==> src/inc/ppchv_pkg.sv <==
package ppchv_pkg;
   // ==========================================================
   // geometry
   localparam int NPIN = 6;
   localparam int NHC  = 3;
   // ==========================================================
   // register byte offsets
   localparam logic [7:0] OFS_DATA      = 8'h00;
   localparam logic [7:0] OFS_INPUT     = 8'h04;
   localparam logic [7:0] OFS_DIR       = 8'h08;
   localparam logic [7:0] OFS_PULL_EN   = 8'h0C;
   localparam logic [7:0] OFS_PULL_SEL  = 8'h10;
   localparam logic [7:0] OFS_EV_EN     = 8'h14;
   localparam logic [7:0] OFS_EV_FLAG   = 8'h18;
   localparam logic [7:0] OFS_DRV_RED   = 8'h1C;
   localparam logic [7:0] OFS_OPEN_DR   = 8'h20;
   localparam logic [7:0] OFS_HV_AEN    = 8'h24;
   localparam logic [7:0] OFS_HV_DIR    = 8'h28;
   localparam logic [7:0] OFS_HV_BYP    = 8'h2C;
   localparam logic [7:0] OFS_HV_TEST   = 8'h30;
   localparam logic [7:0] OFS_HV_RATIO  = 8'h34;
   localparam logic [7:0] OFS_HV_DIEN   = 8'h38;
   localparam logic [7:0] OFS_HV_POL    = 8'h3C;
   localparam logic [7:0] OFS_HV_EV_EN  = 8'h40;
   localparam logic [7:0] OFS_HV_EV_FLG = 8'h44;
   localparam logic [7:0] OFS_HV_READ   = 8'h48;
   localparam logic [7:0] OFS_EXT_CTRL  = 8'h4C;
   // ==========================================================
   // field positions
   localparam int OC_EN_P0   = 6;
   localparam int OC_EN_P2   = 7;
   localparam int EXT_EN     = 0;
   localparam int EXT_EDGE   = 1;
   localparam int EXT_PEND   = 2;
   // ==========================================================
   // reset values
   localparam logic [5:0] RST_6 = 6'h00;
   localparam logic [7:0] RST_8 = 8'h00;
   localparam logic [2:0] RST_3 = 3'h0;
   // ==========================================================
   // filter history patterns, oldest sample in bit 7
   localparam logic [7:0] HIST_RISE = 8'h0F;
   localparam logic [7:0] HIST_FALL = 8'hF0;
   // ==========================================================
   // timing
   localparam int CLK_MHZ      = 200;
   localparam int RC_PHASE_NS  = 1000;
   localparam int RC_PHASE_CYC = (RC_PHASE_NS * CLK_MHZ) / 1000;
   // ==========================================================
   // bus answers
   localparam logic [1:0] RESP_OK  = 2'b00;
   localparam logic [1:0] RESP_ERR = 2'b10;
endpackage

==> src/design/ppchv_top.sv <==
// The register addresses and the AXI4-Lite slave port were left to the implementer.
`timescale 1ns/1ps
`default_nettype none
module ppchv_top (
   input  wire logic         aclk,            // bus clock
   input  wire logic         aresetn,         // sync reset, low
   input  wire logic [31:0]  s_axi_awaddr,    // write address
   input  wire logic         s_axi_awvalid,   // write address valid
   output logic              s_axi_awready,   // write address ready
   input  wire logic [31:0]  s_axi_wdata,     // write data
   input  wire logic [3:0]   s_axi_wstrb,     // byte enables
   input  wire logic         s_axi_wvalid,    // write data valid
   output logic              s_axi_wready,    // write data ready
   output logic [1:0]        s_axi_bresp,     // write response
   output logic              s_axi_bvalid,    // write response valid
   input  wire logic         s_axi_bready,    // write response ready
   input  wire logic [31:0]  s_axi_araddr,    // read address
   input  wire logic         s_axi_arvalid,   // read address valid
   output logic              s_axi_arready,   // read address ready
   output logic [31:0]       s_axi_rdata,     // read data
   output logic [1:0]        s_axi_rresp,     // read response
   output logic              s_axi_rvalid,    // read data valid
   input  wire logic         s_axi_rready,    // read data ready
   input  wire logic [5:0]   pin_in,          // port pin levels
   output logic [5:0]        pin_out,         // port pin drive value
   output logic [5:0]        pin_oe,          // port pin drive enable
   output logic [5:0]        pull_up_on,      // pull-up device on
   output logic [5:0]        pull_down_on,    // pull-down device on
   output logic [2:0]        drive_full,      // full drive, pins 2..0
   input  wire logic [5:0]   periph_out_en,   // compare/pwm owns pin
   input  wire logic [5:0]   periph_in_en,    // receive/int owns pin
   input  wire logic [5:0]   periph_data,     // peripheral drive value
   input  wire logic [1:0]   oc_detect,       // over-current, pins 2,0
   input  wire logic [5:0]   hv_pin_in,       // hv comparator outputs
   output logic [5:0]        hv_buffer_on,    // hv input buffer on
   output logic [5:0]        hv_analog_on,    // hv link to converter
   output logic [5:0]        hv_divider_sel,  // 1 low ratio
   output logic [5:0]        hv_direct_on,    // divider bypassed
   output logic [5:0]        hv_conv_bypass,  // impedance conv bypassed
   input  wire logic         ext_req_pin_n,   // maskable request pin
   input  wire logic         nmi_pin_n,       // non-maskable pin
   input  wire logic         nmi_unmasked,    // cpu init done
   input  wire logic         stop_mode,       // regulator in stop
   input  wire logic         rc_clk,          // filter rc oscillator
   output logic              rc_osc_enable,   // start rc oscillator
   output logic              port_p_irq,      // port pin request
   output logic              port_l_irq,      // hv port request
   output logic              oc_irq,          // over-current request
   output logic              ext_irq,         // maskable ext request
   output logic              nmi_req,         // non-maskable request
   output logic              wakeup           // stop/wait wakeup
);
   // ==========================================================
   // synchronisers
   localparam int NSYNC = 23;
   logic [NSYNC-1:0] sync1;
   logic [NSYNC-1:0] sync2;
   always_ff @(posedge aclk) begin
      sync1 <= {rc_clk, nmi_pin_n, ext_req_pin_n, oc_detect,
                hv_pin_in, pin_in, 6'h00};
      sync2 <= sync1;
   end
   logic [5:0] p_s;
   logic [5:0] l_s;
   logic [1:0] oc_s;
   logic       ext_s_n;
   logic       nmi_s_n;
   logic       rc_s;
   assign p_s     = sync2[11:6];
   assign l_s     = sync2[17:12];
   assign oc_s    = sync2[19:18];
   assign ext_s_n = sync2[20];
   assign nmi_s_n = sync2[21];
   assign rc_s    = sync2[22];

   // ==========================================================
   // registers
   logic [5:0] r_data, r_dir, r_pen, r_psel, r_od;
   logic [7:0] r_ev_en;
   logic [2:0] r_drv_red;
   logic [5:0] r_aen, r_hdir, r_byp, r_test, r_ratio, r_dien;
   logic [5:0] r_pol, r_hev_en;
   logic [1:0] r_ext;
   logic [5:0] f_p, f_l;
   logic [1:0] f_oc;
   logic       ext_pend;

   // ==========================================================
   // bus slave
   logic [7:0]  aw_addr;
   logic [31:0] w_data;
   logic        w_lane0;
   logic        aw_got, w_got;
   logic        wr_go;
   logic        next_aw_got, next_w_got, next_bvalid, next_rvalid;
   logic        ar_hs;
   logic [31:0] rd_val;
   logic        rd_ok;
   assign wr_go       = aw_got & w_got & ~s_axi_bvalid;
   assign ar_hs       = s_axi_arvalid & s_axi_arready;
   assign next_aw_got = aw_got ? ~wr_go : s_axi_awvalid & s_axi_awready;
   assign next_w_got  = w_got ? ~wr_go : s_axi_wvalid & s_axi_wready;
   assign next_bvalid = wr_go | (s_axi_bvalid & ~s_axi_bready);
   assign next_rvalid = ar_hs | (s_axi_rvalid & ~s_axi_rready);

   function automatic logic ppchv_mapped(input logic [31:0] a);
      ppchv_mapped = (a[31:8] == 24'h000000) && (a[1:0] == 2'b00) &&
                     (a[7:0] <= ppchv_pkg::OFS_EXT_CTRL);
   endfunction

   always_ff @(posedge aclk) begin
      if (!aresetn) begin
         aw_got        <= 1'b0;
         w_got         <= 1'b0;
         s_axi_awready <= 1'b0;
         s_axi_wready  <= 1'b0;
         s_axi_bvalid  <= 1'b0;
         s_axi_bresp   <= ppchv_pkg::RESP_OK;
         aw_addr       <= 8'h00;
         w_data        <= 32'h0000_0000;
         w_lane0       <= 1'b0;
      end else begin
         aw_got        <= next_aw_got;
         w_got         <= next_w_got;
         s_axi_awready <= ~next_aw_got & ~next_bvalid;
         s_axi_wready  <= ~next_w_got & ~next_bvalid;
         s_axi_bvalid  <= next_bvalid;
         if (s_axi_awvalid && s_axi_awready) begin
            aw_addr <= ppchv_mapped(s_axi_awaddr) ? s_axi_awaddr[7:0]
                                                  : 8'hFF;
         end
         if (s_axi_wvalid && s_axi_wready) begin
            w_data  <= s_axi_wdata;
            w_lane0 <= s_axi_wstrb[0];
         end
         if (wr_go) begin
            s_axi_bresp <= (aw_addr == 8'hFF) ? ppchv_pkg::RESP_ERR
                                              : ppchv_pkg::RESP_OK;
         end
      end
   end

   always_comb begin
      rd_val = 32'h0000_0000;
      rd_ok  = 1'b1;
      unique case (s_axi_araddr[7:0])
         ppchv_pkg::OFS_DATA:      rd_val[5:0] = (r_dir & r_data) |
                                                 (~r_dir & p_s);
         ppchv_pkg::OFS_INPUT:     rd_val[5:0] = p_s;
         ppchv_pkg::OFS_DIR:       rd_val[5:0] = r_dir;
         ppchv_pkg::OFS_PULL_EN:   rd_val[5:0] = r_pen;
         ppchv_pkg::OFS_PULL_SEL:  rd_val[5:0] = r_psel;
         ppchv_pkg::OFS_EV_EN:     rd_val[7:0] = r_ev_en;
         ppchv_pkg::OFS_EV_FLAG:   rd_val[7:0] = {f_oc[1], f_oc[0], f_p};
         ppchv_pkg::OFS_DRV_RED:   rd_val[2:0] = r_drv_red;
         ppchv_pkg::OFS_OPEN_DR:   rd_val[5:0] = r_od;
         ppchv_pkg::OFS_HV_AEN:    rd_val[5:0] = r_aen;
         ppchv_pkg::OFS_HV_DIR:    rd_val[5:0] = r_hdir;
         ppchv_pkg::OFS_HV_BYP:    rd_val[5:0] = r_byp;
         ppchv_pkg::OFS_HV_TEST:   rd_val[5:0] = r_test;
         ppchv_pkg::OFS_HV_RATIO:  rd_val[5:0] = r_ratio;
         ppchv_pkg::OFS_HV_DIEN:   rd_val[5:0] = r_dien;
         ppchv_pkg::OFS_HV_POL:    rd_val[5:0] = r_pol;
         ppchv_pkg::OFS_HV_EV_EN:  rd_val[5:0] = r_hev_en;
         ppchv_pkg::OFS_HV_EV_FLG: rd_val[5:0] = f_l;
         ppchv_pkg::OFS_HV_READ:   rd_val[5:0] = hv_buffer_on & l_s |
                                                 ~hv_buffer_on;
         ppchv_pkg::OFS_EXT_CTRL:  rd_val[2:0] = {ext_pend, r_ext};
         default:                  rd_ok = 1'b0;
      endcase
      if (!ppchv_mapped(s_axi_araddr)) begin
         rd_ok = 1'b0;
      end
   end

   always_ff @(posedge aclk) begin
      if (!aresetn) begin
         s_axi_arready <= 1'b0;
         s_axi_rvalid  <= 1'b0;
         s_axi_rdata   <= 32'h0000_0000;
         s_axi_rresp   <= ppchv_pkg::RESP_OK;
      end else begin
         s_axi_rvalid  <= next_rvalid;
         s_axi_arready <= ~next_rvalid;
         if (ar_hs) begin
            s_axi_rdata <= rd_ok ? rd_val : 32'h0000_0000;
            s_axi_rresp <= rd_ok ? ppchv_pkg::RESP_OK
                                 : ppchv_pkg::RESP_ERR;
         end
      end
   end

   // ==========================================================
   // configuration writes, accepted at any time when byte lane 0 is strobed
   logic wr_cfg;
   assign wr_cfg = wr_go & w_lane0;
   always_ff @(posedge aclk) begin
      if (!aresetn) begin
         {r_data, r_dir, r_pen, r_psel, r_od} <= {5{ppchv_pkg::RST_6}};
         r_ev_en   <= ppchv_pkg::RST_8;
         r_drv_red <= ppchv_pkg::RST_3;
         {r_aen, r_hdir, r_byp, r_test, r_ratio, r_dien, r_pol,
          r_hev_en} <= {8{ppchv_pkg::RST_6}};
         r_ext     <= 2'b00;
      end else if (wr_cfg) begin
         unique case (aw_addr)
            ppchv_pkg::OFS_DATA:     r_data    <= w_data[5:0];
            ppchv_pkg::OFS_DIR:      r_dir     <= w_data[5:0];
            ppchv_pkg::OFS_PULL_EN:  r_pen     <= w_data[5:0];
            ppchv_pkg::OFS_PULL_SEL: r_psel    <= w_data[5:0];
            ppchv_pkg::OFS_EV_EN:    r_ev_en   <= w_data[7:0];
            ppchv_pkg::OFS_DRV_RED:  r_drv_red <= w_data[2:0];
            ppchv_pkg::OFS_OPEN_DR:  r_od      <= w_data[5:0];
            ppchv_pkg::OFS_HV_AEN:   r_aen     <= w_data[5:0];
            ppchv_pkg::OFS_HV_DIR:   r_hdir    <= w_data[5:0];
            ppchv_pkg::OFS_HV_BYP:   r_byp     <= w_data[5:0];
            ppchv_pkg::OFS_HV_TEST:  r_test    <= w_data[5:0];
            ppchv_pkg::OFS_HV_RATIO: r_ratio   <= w_data[5:0];
            ppchv_pkg::OFS_HV_DIEN:  r_dien    <= w_data[5:0];
            ppchv_pkg::OFS_HV_POL:   r_pol     <= w_data[5:0];
            ppchv_pkg::OFS_HV_EV_EN: r_hev_en  <= w_data[5:0];
            ppchv_pkg::OFS_EXT_CTRL: r_ext     <= w_data[1:0];
            default:                 r_ext     <= r_ext;
         endcase
      end
   end

   // ==========================================================
   // glitch filters
   localparam int NPIN_L = ppchv_pkg::NPIN;
   logic [7:0] hist_p [NPIN_L];
   logic [7:0] hist_l [NPIN_L];
   logic       rc_d;
   logic       sample;
   logic [5:0] hit_p, hit_l;
   logic [5:0] l_smp;

   function automatic logic ppchv_hit(input logic [7:0] h,
                                      input logic rise);
      ppchv_hit = rise ? (h == ppchv_pkg::HIST_RISE)
                       : (h == ppchv_pkg::HIST_FALL);
   endfunction

   // stop mode samples on rc rising edges, otherwise every bus clock
   assign sample = stop_mode ? (rc_s & ~rc_d) : 1'b1;
   // an off buffer feeds the passive level so no false edge appears
   assign l_smp  = (hv_buffer_on & l_s) | (~hv_buffer_on & ~r_pol);

   always_ff @(posedge aclk) begin
      if (!aresetn) begin
         rc_d <= 1'b0;
         for (int i = 0; i < NPIN_L; i++) begin
            hist_p[i] <= 8'h00;
            hist_l[i] <= 8'h00;
         end
      end else begin
         rc_d <= rc_s;
         for (int i = 0; i < NPIN_L; i++) begin
            if (sample) begin
               // accepted edge restarts the sequence from active
               hist_p[i] <= hit_p[i] ? {8{r_psel[i]}}
                                     : {hist_p[i][6:0], p_s[i]};
               hist_l[i] <= hit_l[i] ? {8{r_pol[i]}}
                                     : {hist_l[i][6:0], l_smp[i]};
            end
         end
      end
   end

   always_comb begin
      for (int i = 0; i < NPIN_L; i++) begin
         hit_p[i] = sample & ppchv_hit(hist_p[i], r_psel[i]);
         hit_l[i] = sample & ppchv_hit(hist_l[i], r_pol[i]);
      end
   end

   // ==========================================================
   // sticky flags, set wins over write-one clear
   logic [7:0] clr_p;
   logic [5:0] clr_l;
   assign clr_p = (wr_cfg && aw_addr == ppchv_pkg::OFS_EV_FLAG)
                  ? w_data[7:0] : 8'h00;
   assign clr_l = (wr_cfg && aw_addr == ppchv_pkg::OFS_HV_EV_FLG)
                  ? w_data[5:0] : 6'h00;
   always_ff @(posedge aclk) begin
      if (!aresetn) begin
         f_p  <= ppchv_pkg::RST_6;
         f_l  <= ppchv_pkg::RST_6;
         f_oc <= 2'b00;
      end else begin
         f_p  <= hit_p | (f_p & ~clr_p[5:0]);
         f_l  <= hit_l | (f_l & ~clr_l);
         f_oc <= (oc_s & ~{2{stop_mode}}) |
                 (f_oc & ~clr_p[7:6]);
      end
   end

   // ==========================================================
   // external request pins, no filtering
   logic ext_d_n;
   always_ff @(posedge aclk) begin
      if (!aresetn) begin
         ext_d_n  <= 1'b1;
         ext_pend <= 1'b0;
      end else begin
         ext_d_n <= ext_s_n;
         if (!r_ext[ppchv_pkg::EXT_EN]) begin
            ext_pend <= 1'b0;
         end else if (ext_d_n && !ext_s_n) begin
            ext_pend <= 1'b1;
         end else if (wr_cfg && aw_addr == ppchv_pkg::OFS_EXT_CTRL &&
                      w_data[ppchv_pkg::EXT_PEND]) begin
            ext_pend <= 1'b0;
         end
      end
   end

   // ==========================================================
   // rc oscillator phase in stop
   logic [$clog2(ppchv_pkg::RC_PHASE_CYC+1)-1:0] rc_cnt;
   logic [5:0] p_d, l_d;
   logic       trig;
   assign trig = |(((p_s ^ p_d) & ~f_p) | ((l_smp ^ l_d) & ~f_l));
   always_ff @(posedge aclk) begin
      if (!aresetn) begin
         rc_cnt <= '0;
         p_d    <= 6'h00;
         l_d    <= 6'h00;
      end else begin
         p_d <= p_s;
         l_d <= l_smp;
         if (stop_mode && trig) begin
            rc_cnt <= ($bits(rc_cnt))'(ppchv_pkg::RC_PHASE_CYC);
         end else if (!stop_mode) begin
            rc_cnt <= '0;
         end else if (rc_cnt != '0) begin
            rc_cnt <= rc_cnt - 1'b1;
         end
      end
   end

   // ==========================================================
   // pin control and outputs
   logic [5:0] is_out, drv, kill;
   always_comb begin
      // peripheral output outranks a forced-input peripheral
      is_out = periph_out_en | (~periph_in_en & r_dir);
      drv    = (periph_out_en & periph_data) |
               (~periph_out_en & r_data);
      kill   = {3'b000, f_oc[1], 1'b0, f_oc[0]};
   end

   always_ff @(posedge aclk) begin
      if (!aresetn) begin
         pin_out        <= 6'h00;
         pin_oe         <= 6'h00;
         pull_up_on     <= 6'h00;
         pull_down_on   <= 6'h00;
         drive_full     <= 3'h7;
         hv_buffer_on   <= 6'h00;
         hv_analog_on   <= 6'h00;
         hv_divider_sel <= 6'h00;
         hv_direct_on   <= 6'h00;
         hv_conv_bypass <= 6'h00;
         rc_osc_enable  <= 1'b0;
         port_p_irq     <= 1'b0;
         port_l_irq     <= 1'b0;
         oc_irq         <= 1'b0;
         ext_irq        <= 1'b0;
         nmi_req        <= 1'b0;
         wakeup         <= 1'b0;
      end else begin
         pin_out      <= drv & ~kill;
         // open drain drives only the low level
         pin_oe       <= is_out & ~(r_od & drv & ~kill);
         pull_up_on   <= r_pen & ~r_psel & ~is_out;
         pull_down_on <= r_pen & r_psel & ~is_out & ~r_od;
         drive_full   <= ~r_drv_red;
         hv_buffer_on <= stop_mode ? r_dien
                       : (r_aen & r_test & ~r_hdir) |
                         (~r_aen & r_dien);
         hv_analog_on   <= r_aen & ~{6{stop_mode}};
         hv_divider_sel <= r_ratio;
         hv_direct_on   <= r_aen & r_hdir;
         hv_conv_bypass <= r_aen & r_hdir & r_byp;
         rc_osc_enable  <= rc_cnt != '0;
         port_p_irq     <= |(f_p & r_ev_en[5:0]);
         port_l_irq     <= |(f_l & r_hev_en);
         oc_irq         <= (f_oc[0] & r_ev_en[ppchv_pkg::OC_EN_P0]) |
                           (f_oc[1] & r_ev_en[ppchv_pkg::OC_EN_P2]);
         ext_irq        <= r_ext[ppchv_pkg::EXT_EN] &
                           (r_ext[ppchv_pkg::EXT_EDGE] ? ext_pend
                                                       : ~ext_s_n);
         nmi_req        <= nmi_unmasked & ~nmi_s_n;
         wakeup         <= |(f_p & r_ev_en[5:0]) | |(f_l & r_hev_en) |
                           (r_ext[ppchv_pkg::EXT_EN] & ~ext_s_n) |
                           (nmi_unmasked & ~nmi_s_n);
      end
   end
endmodule
`default_nettype wire

==> config.mk <==
export PLATFORM = sky130hd
export DESIGN_NAME = ppchv_top
export DESIGN_NICKNAME = d
export VERILOG_FILES = /design/src/inc/ppchv_pkg.sv /design/src/design/ppchv_top.sv
export SDC_FILE = /design/constraint.sdc
export NUM_CORES = 1
export LEC_CHECK = 0
export ABC_AREA = 1
export BUFFER_PORTS_ARGS = -buffer_cell sky130_fd_sc_hd__buf_2
export CAP_MARGIN = 10
export CORE_ASPECT_RATIO = 0.9
export CORE_MARGIN = 1
export CORE_UTILIZATION = 39
export DETAILED_ROUTE_END_ITERATION = 8
export PLACE_DENSITY = 0.58
export SLEW_MARGIN = 20
export SYNTH_ARGS = -nofsm -noshare
export SYNTH_HDL_FRONTEND = slang
export SYNTH_SLANG_ARGS = --single-unit
export TNS_END_PERCENT = 5
==> constraint.sdc <==
create_clock -name aclk -period 10.2 [get_ports aclk]
set_input_delay 2.04 -clock aclk [delete_from_list [all_inputs] [get_ports aclk]]
set_output_delay 2.04 -clock aclk [all_outputs]
set_load 0.02 [all_outputs]
## Word-level counts from Yosys, hierarchy flattened

Memories as Yosys holds them, arrays and structs flattened.
Index checks and enable logic that the tools add are counted.

| operators by class | value |
|---|---|
| magnitude comparators | 2 |
| add/sub/neg operators | 1 |
| eq/ne operators | 62 |
| bitwise operators | 121 |
| mux-type cells | 61 |
| reductions and logical operators | 43 |

Operators by type and width:

| kind | count |
|---|---|
| $mux 8 | 30 |
| $and 6x6->6 | 28 |
| $eq 8x4->1 const B | 16 |
| $eq 8x6->1 const B | 16 |
| $eq 8x8->1 const B | 13 |
| $not 6->6 | 16 |
| $eq 8x5->1 const B | 8 |
| $pmux 3 s20 | 1 |
| $eq 8x7->1 const B | 7 |
| $or 6x6->6 | 9 |
| $pmux 3 s18 | 1 |
| $logic_not 24->1 | 2 |
| $reduce_and 2->1 | 17 |
| $and 1x1->1 | 28 |
| $mux 1 | 24 |
| $reduce_or 20->1 | 1 |
| $or 1x1->1 | 18 |
| $reduce_or 6->1 | 3 |
| $le 8x7->1 const B | 2 |
| $logic_not 8->1 | 2 |
| $not 1->1 | 13 |
| $logic_and 1x1->1 | 12 |
| $mux 6 | 2 |
| $xor 6x6->6 | 2 |
| 15 further kinds | 19 |

| storage, ports and cells | value |
|---|---|
| memories | 2 |
| output and inout port bits | 105 |
| input bits | 144 |
| bits in writable memories | 96 |
| register bits after elaboration | 286 |

Memory list:

| memory | depth | bits a word | read ports | clocked after memory_dff | wr ports | RTL line | text |
|---|---|---|---|---|---|---|---|
| hist_l | 6 | 8 | 6 | 0 | 6 | ppchv_top.sv:232 | `logic [7:0] hist_l [NPIN_L];` |
| hist_p | 6 | 8 | 6 | 0 | 6 | ppchv_top.sv:231 | `logic [7:0] hist_p [NPIN_L];` |

## Logic depth before layout (Yosys ltp)

Gate-level depths: netlist of run 1.

| logic depth | value |
|---|---|
| word-level depth | 9 |
| depth in mapped cells | 12 |
| depth with buffers taken out | 11 |

## Least setup slack after synthesis of run 1

No wires, ideal clock.

| timing path | value |
|---|---|
| kind | input to register |
| start point | input port aresetn |
| end point | memory hist_l[0][0], enable pin |
| arrival | 4407 ps |
| required time | 9299 ps |
| slack | 4892 ps |
| stages | 4 |
| path buffers | 3 |
| cells stage by stage | buf_2 > clkbuf_1 > clkbuf_1 > nand2_1 |

RTL lines:

| element | RTL line | text |
|---|---|---|
| start, declared | ppchv_top.sv:6 | `input wire logic aresetn,` |
| end, declared | ppchv_top.sv:232 |  |

==> metrics.yaml, run 1 <==
cts:
  hold_buffers: 0
  cts.sinks: 356
  cts_setup_buffers: 0
  cts_buffers: 38
  cts-root-buf: "clkbuf_16"
  clk_latency_ns: 0.54
  cts_max_level: 2
  cts_resized: 0
  clkTransAtPathRegs_ns: 0.06
  cts_tree: "yes"
  clock_path_buffers: 3
logic_synthesis:
  avgSynthCellArea_um2: 8.37
  ys_warn_count: 0
  synth_top_area_share: 0.349
  synthCells: 1780
  synthTopCellsByArea: "dfxtp_1 35%, edfxtp_1 19%, nand2_1 7.9%"
  synth_mux_area_frac: 0.00269
  synth_fa_ha_area_frac: 0.000840
  synthSimpleGateAreaFrac: 0.233
  synth_compound_area_frac: 0.134
  synth_seq_cells: 356
  synth_top_family_by_area: "simple AND/OR/NAND/NOR gates"
  ys_seq_area_frac: 0.543
  yosysUniqueCellTypes: 50
  netlist_area_um2: 14900
  synthXorXnorAreaFrac: 0.00411
  synth.largest_area_cell: "dfxtp_1"
detailed_routing:
  routedWlPerCell_um: 17.2
  viasPerCell: 5.15
  initialDrtViolationCount: 1075
  dr.pass1.iters: 6
  remaining_drc_errors: 0
  wirelength_mm: 42.4
  num_vias: 12686
  postRouteAntennaNets: 0
grt:
  overflow: 0
  grt_pass1_wl_mm: 65.4
  grt_util_all_layers: 0.213
  grt-busiest-layer: "met2"
  grt_pass1_vias: 11778
  grt_use_met2: 0.324
  use_met1: 0.302
  grt_max_degree: 110
  antenna_found_initial: 0
  use_met3: 0.0487
layout:
  final_common_cell: "nand2_1"
  drive_gt1_frac: 0.156
  final_cell_mix: "311 x nand2_1, 260 x dfxtp_1, 215 x nor2_1"
  fin_nets: 2095
  diodes: 0
  area_growth_syn_to_layout_pct: 16.3
  final_core_util: 0.462
  stdcell_count: 2462
die:
  die_area_um2: 39000
  start_util: 0.398
  dieWidth_um: 208
  io_pins: 249
  rows: 67
  core_area_um2: 37500
  die_h_um: 187
sta:
  rsz0062_at_grt: "no"
  skew_ns: 0.0180
  setup_ws_ns: 4.88
  finalCriticalPeriod_ns: 5.32
  slew_violations: 0
  setup_viol: 0
  period_share: 0.522
  setup-tns-final_ns: 0
  finalHoldViolations: 0
  fmax_mhz: 188
  tightest_slew_ns: 0.990
  maxSlewHeadroom: 0.336
worst_setup_path:
  critical_path.top_delay_family: "buffers and inverters"
  path_cells: "buf_2, inv_1, a21oi_1, clkinv_1, nand2_2, buf_4, a21oi_1"
  crit_buf_inv: 4
  critical_path_arrival_ns: 5.57
  cp_slowest_cell: "nand2_2"
  path_class: "input pin to flop"
  cp.depth: 7
  path_common_cell: "a21oi_1"
  cp_slowest_stage_delay_ns: 0.96
  cp.required_ns: 10.45
  critPathLaunchType: "input pin"
  r2r_cells: 5
  path_max_fanout: 56
  crit_path_end_kind: "flop"
pwr:
  vdd_ir_drop_max_mv: 0.110
  p_leak_nw: 7.51
  p_per_area_nw_per_um2: 179
  finalPower_mw: 3.10
place:
  io_buffers: 195
  place_congestion: 0.909
  dpl_worst_slack_ns: 4.40
  dp_cells: 2392
  dpl.hpwl_mm: 30.2
hold_path:
  min_path_type: "flop to flop"
  min_path_cells: 0
flow_run:
  timing.max_cap.violations: 0
outcome:
  status: "complete, no violations"
Yosys cell counts (all sizes together):
library cell and number:
edfxtp 96, a41oi 1, a21boi 2, nand2 316, o32ai 9, inv 173, a211oi 30, nor3b 5
a22oi 1, o21ai 124, o211ai 3, or2 3, o22ai 1, clkinv 5, ha 1, conb 1
o21bai 5, nand3 122, mux2i 4, clkbuf 29, dfxtp 260, a22o 6, nand4 36, and3 2
nand3b 1, nor4 16, xor2 4, o41ai 1, xnor2 3, buf 67, nor3 44, nor2 233
a21oi 176
area by class of cell:
class                      count  area (um2)
fill                        3682       20100
sequential                   356        8090
multi-input combinational   1175        5680
clock buffer                  53        1130
timing repair buffer         201        1040
inverter                     178         669
tap                          483         604
clock inverter                16         111
power breakdown:
part	switching (mW)	leakage (nW)	total, mW	internal (mW)
registers	0.0305	3.21	1.54	1.51
logic	0.142	3.68	0.199	0.0570
clock network	0.563	0.618	1.36	0.802
cells by family (layout without fill, tap and decap cells):
logic type | after synthesis | count (layout)
buffers and inverters | 274 | 448
AOI/OAI and AO/OA | 359 | 359
muxes | 4 | 4
other | 1 | 26
DFF | 356 | 356
and+or+nand+nor | 778 | 778
xor gates and xnor gates | 7 | 7
adders and majority gates | 1 | 1
registers in the layout (all words and copies together), names as in the netlist, 8 cells and up:
register / count
r_ev_en: 8
s_axi_rdata: 8
sync1: 17
rc_cnt: 8
hist_p: 48
hist_l: 48
w_data: 8
aw_addr: 8
sync2: 17
per-layer routing:
metal,vias up,share of wire
met1,5889,0.46
met3,57,0.082
met5,-,0.0013
met2,463,0.43
li1,6275,-
met4,2,0.022
per-stage QoR:
stage | instance area [um2] | hold slack, ns
after global routing | 17300 | 0.335
after detailed placement | 16100 | 0.312
final | 17300 | 0.327
after CTS | 17300 | 0.327
after floorplan | 15000 | 0.310
after global placement | 16100 | 0.313
final timing paths:
check	from	end	slack [ns]
setup reg to reg	sync2[22]	hist_p[5][0]	6.52
hold / removal	sync1[19]	sync2[19]	0.33
setup / recovery	stop_mode	hist_p[5][0]	4.88
hold reg to reg	sync1[19]	sync2[19]	0.33
Note: power is estimated with default switching activity, not from simulation.
==> inputs of run 2 (changes only) <==
Clock period 10.2 ns to 5.25 ns, I/O delays scaled along.
==> run 2 against run 1 <==
Effect of this change: non-clock buffer count grew 3; final area about the same; critical path depth rose by 1; sequential share of layout area about the same; sequential power increased by 94%; die area stayed put; count of clock-buffer cells in the layout is 1 higher; first-iteration DRC count grew 7.3%; utilization is essentially flat; final cell count barely moved; critical endpoint is now hist_p[0][2]; wire length increased by 0.43%; largest cell class unchanged; power grew 96%.
==> metrics.yaml, run 2 (synthesis gave the netlist of run 1 again) <==
worst_setup_path:
  rr_startpoint: "sync2[22]"
  cp_slowest_stage_delay_ns: 0.53
  path_cells: "buf_2, inv_1, a21oi_1, clkinv_1, buf_4, nand2_2, buf_4, nor2_1"
  path_class: "input pin to flop"
  cp_slowest_cell: "a21oi_1"
  r2r_setup_slack_ns: 2.76
  rr_endpoint: "hist_p[0][2]"
  cp.required_ns: 5.50
  path_common_cell: "buf_4"
  path_max_fanout: 56
  critical_path_arrival_ns: 3.41
  crit_end: "hist_p[0][2]"
  crit_path_end_kind: "flop"
  r2r_cells: 6
  critPathLaunchType: "input pin"
  startpoint: "stop_mode"
layout:
  stdcell_count: 2464
  reg_top3: "hist_l: 48 flops, hist_p: 48 flops"
  final_cell_mix: "311 x nand2_1, 260 x dfxtp_1, 215 x nor2_1"
  regArea_um2: 8090
  area_growth_syn_to_layout_pct: 16.4
  drive_gt1_frac: 0.157
  num-fill-cells: 3708
  diodes: 0
  multi_input_area_um2: 5680
  final_area_um2: 17300
  fin_nets: 2099
  final_common_cell: "nand2_1"
hold_path:
  min_path_type: "flop to flop"
  min_from: "sync1[22]"
  min_path_cells: 0
grt:
  grt_pass1_wl_mm: 66.3
  overflow: 0
  grt_pass1_vias: 11864
  grt_max_degree: 65
  grt_util_all_layers: 0.216
  antenna_found_initial: 1
detailed_routing:
  postRouteAntennaNets: 0
  viasPerCell: 5.14
  num_vias: 12661
  remaining_drc_errors: 0
  wirelength_mm: 42.6
  initialDrtViolationCount: 1154
  routedWlPerCell_um: 17.3
  dr.pass1.iters: 6
cts:
  clock_path_buffers: 3
  cts_tree: "yes"
  cts.sinks: 356
  cts_max_level: 2
  cts_setup_buffers: 0
  clkTransAtPathRegs_ns: 0.05
  clk_latency_ns: 0.54
  cts_buffers: 39
  cts-root-buf: "clkbuf_16"
  cts_resized: 0
  hold_buffers: 0
die:
  io_pins: 249
  die_area_um2: 39000
  core_area_um2: 37500
  start_util: 0.398
  dieWidth_um: 208
  die_h_um: 187
  rows: 67
place:
  dpl.hpwl_mm: 30.6
  io_buffers: 195
  place_congestion: 0.936
  placed_area_um2: 16100
  dp_cells: 2396
sta:
  tightest_slew_ns: 0.935
  setup_viol: 0
  rsz0062_at_grt: "no"
  finalCriticalPeriod_ns: 3.16
  maxSlewHeadroom: 0.374
  skew_ns: 0.0226
  setup-tns-final_ns: 0
  finalHoldViolations: 0
  period_share: 0.601
  fmax_mhz: 317
  slew_violations: 0
pwr:
  finalPower_mw: 6.06
  p_leak_nw: 7.52
  vdd_ir_drop_max_mv: 0.233
  p_per_area_nw_per_um2: 350
flow_run:
  timing.max_cap.violations: 0
outcome:
  status: "complete, no violations"
[run 2: cell types whose count changed in the layout (fill, tap and decap cells not counted), sizes merged]
cell	change
clkbuf	+1
bufinv	+1
clkinv	-3
buf	+3
[run 2: final cells by class]
type	count	area share
flip-flops and latches	356	0.466
multi-input cells	1175	0.328
clock buffers	54	0.0645
repair buffers	204	0.0603
inverters	178	0.0386
well taps	483	0.0349
clock inverters	14	0.00750
[run 2: worst max-delay path, delay by kind of cell]
family,cells,cell delay (ns)
and+or+nand+nor,2,0.18
buffers and inverters,5,1.59
AOI/OAI and AO/OA,1,0.53
[run 2: worst min-delay path by stage]
stage,to,slack (ns)
after floorplan,sync2[10],0.31
final,sync2[22],0.33
after detailed placement,sync2[8],0.31
after CTS,sync2[18],0.33
after global placement,sync2[21],0.31
after global routing,sync2[20],0.33
[run 2: where the power goes]
part / total, mW / switching (mW) / internal, mW / leakage (nW)
Clock: 2.69 / 1.10 / 1.59 / 0.620
Sequential: 2.99 / 0.0589 / 2.93 / 3.21
Combinational: 0.387 / 0.275 / 0.111 / 3.69
[run 2: stage by stage]
step,hold WS [ns],setup WS (ns),util
floorplan,0.310,0.932,-
global route,0.330,1.95,0.463
global placement,0.313,1.66,0.429
detailed placement,0.312,1.60,0.429
finish,0.325,2.09,0.463
CTS,0.327,2.17,0.463
[run 2: routing by layer]
layer / part of all wire / track usage
met2: 0.42 / 0.319
met4: 0.030 / 0.0789
met3: 0.078 / 0.0479
met5: 0 / 0
met1: 0.47 / 0.307
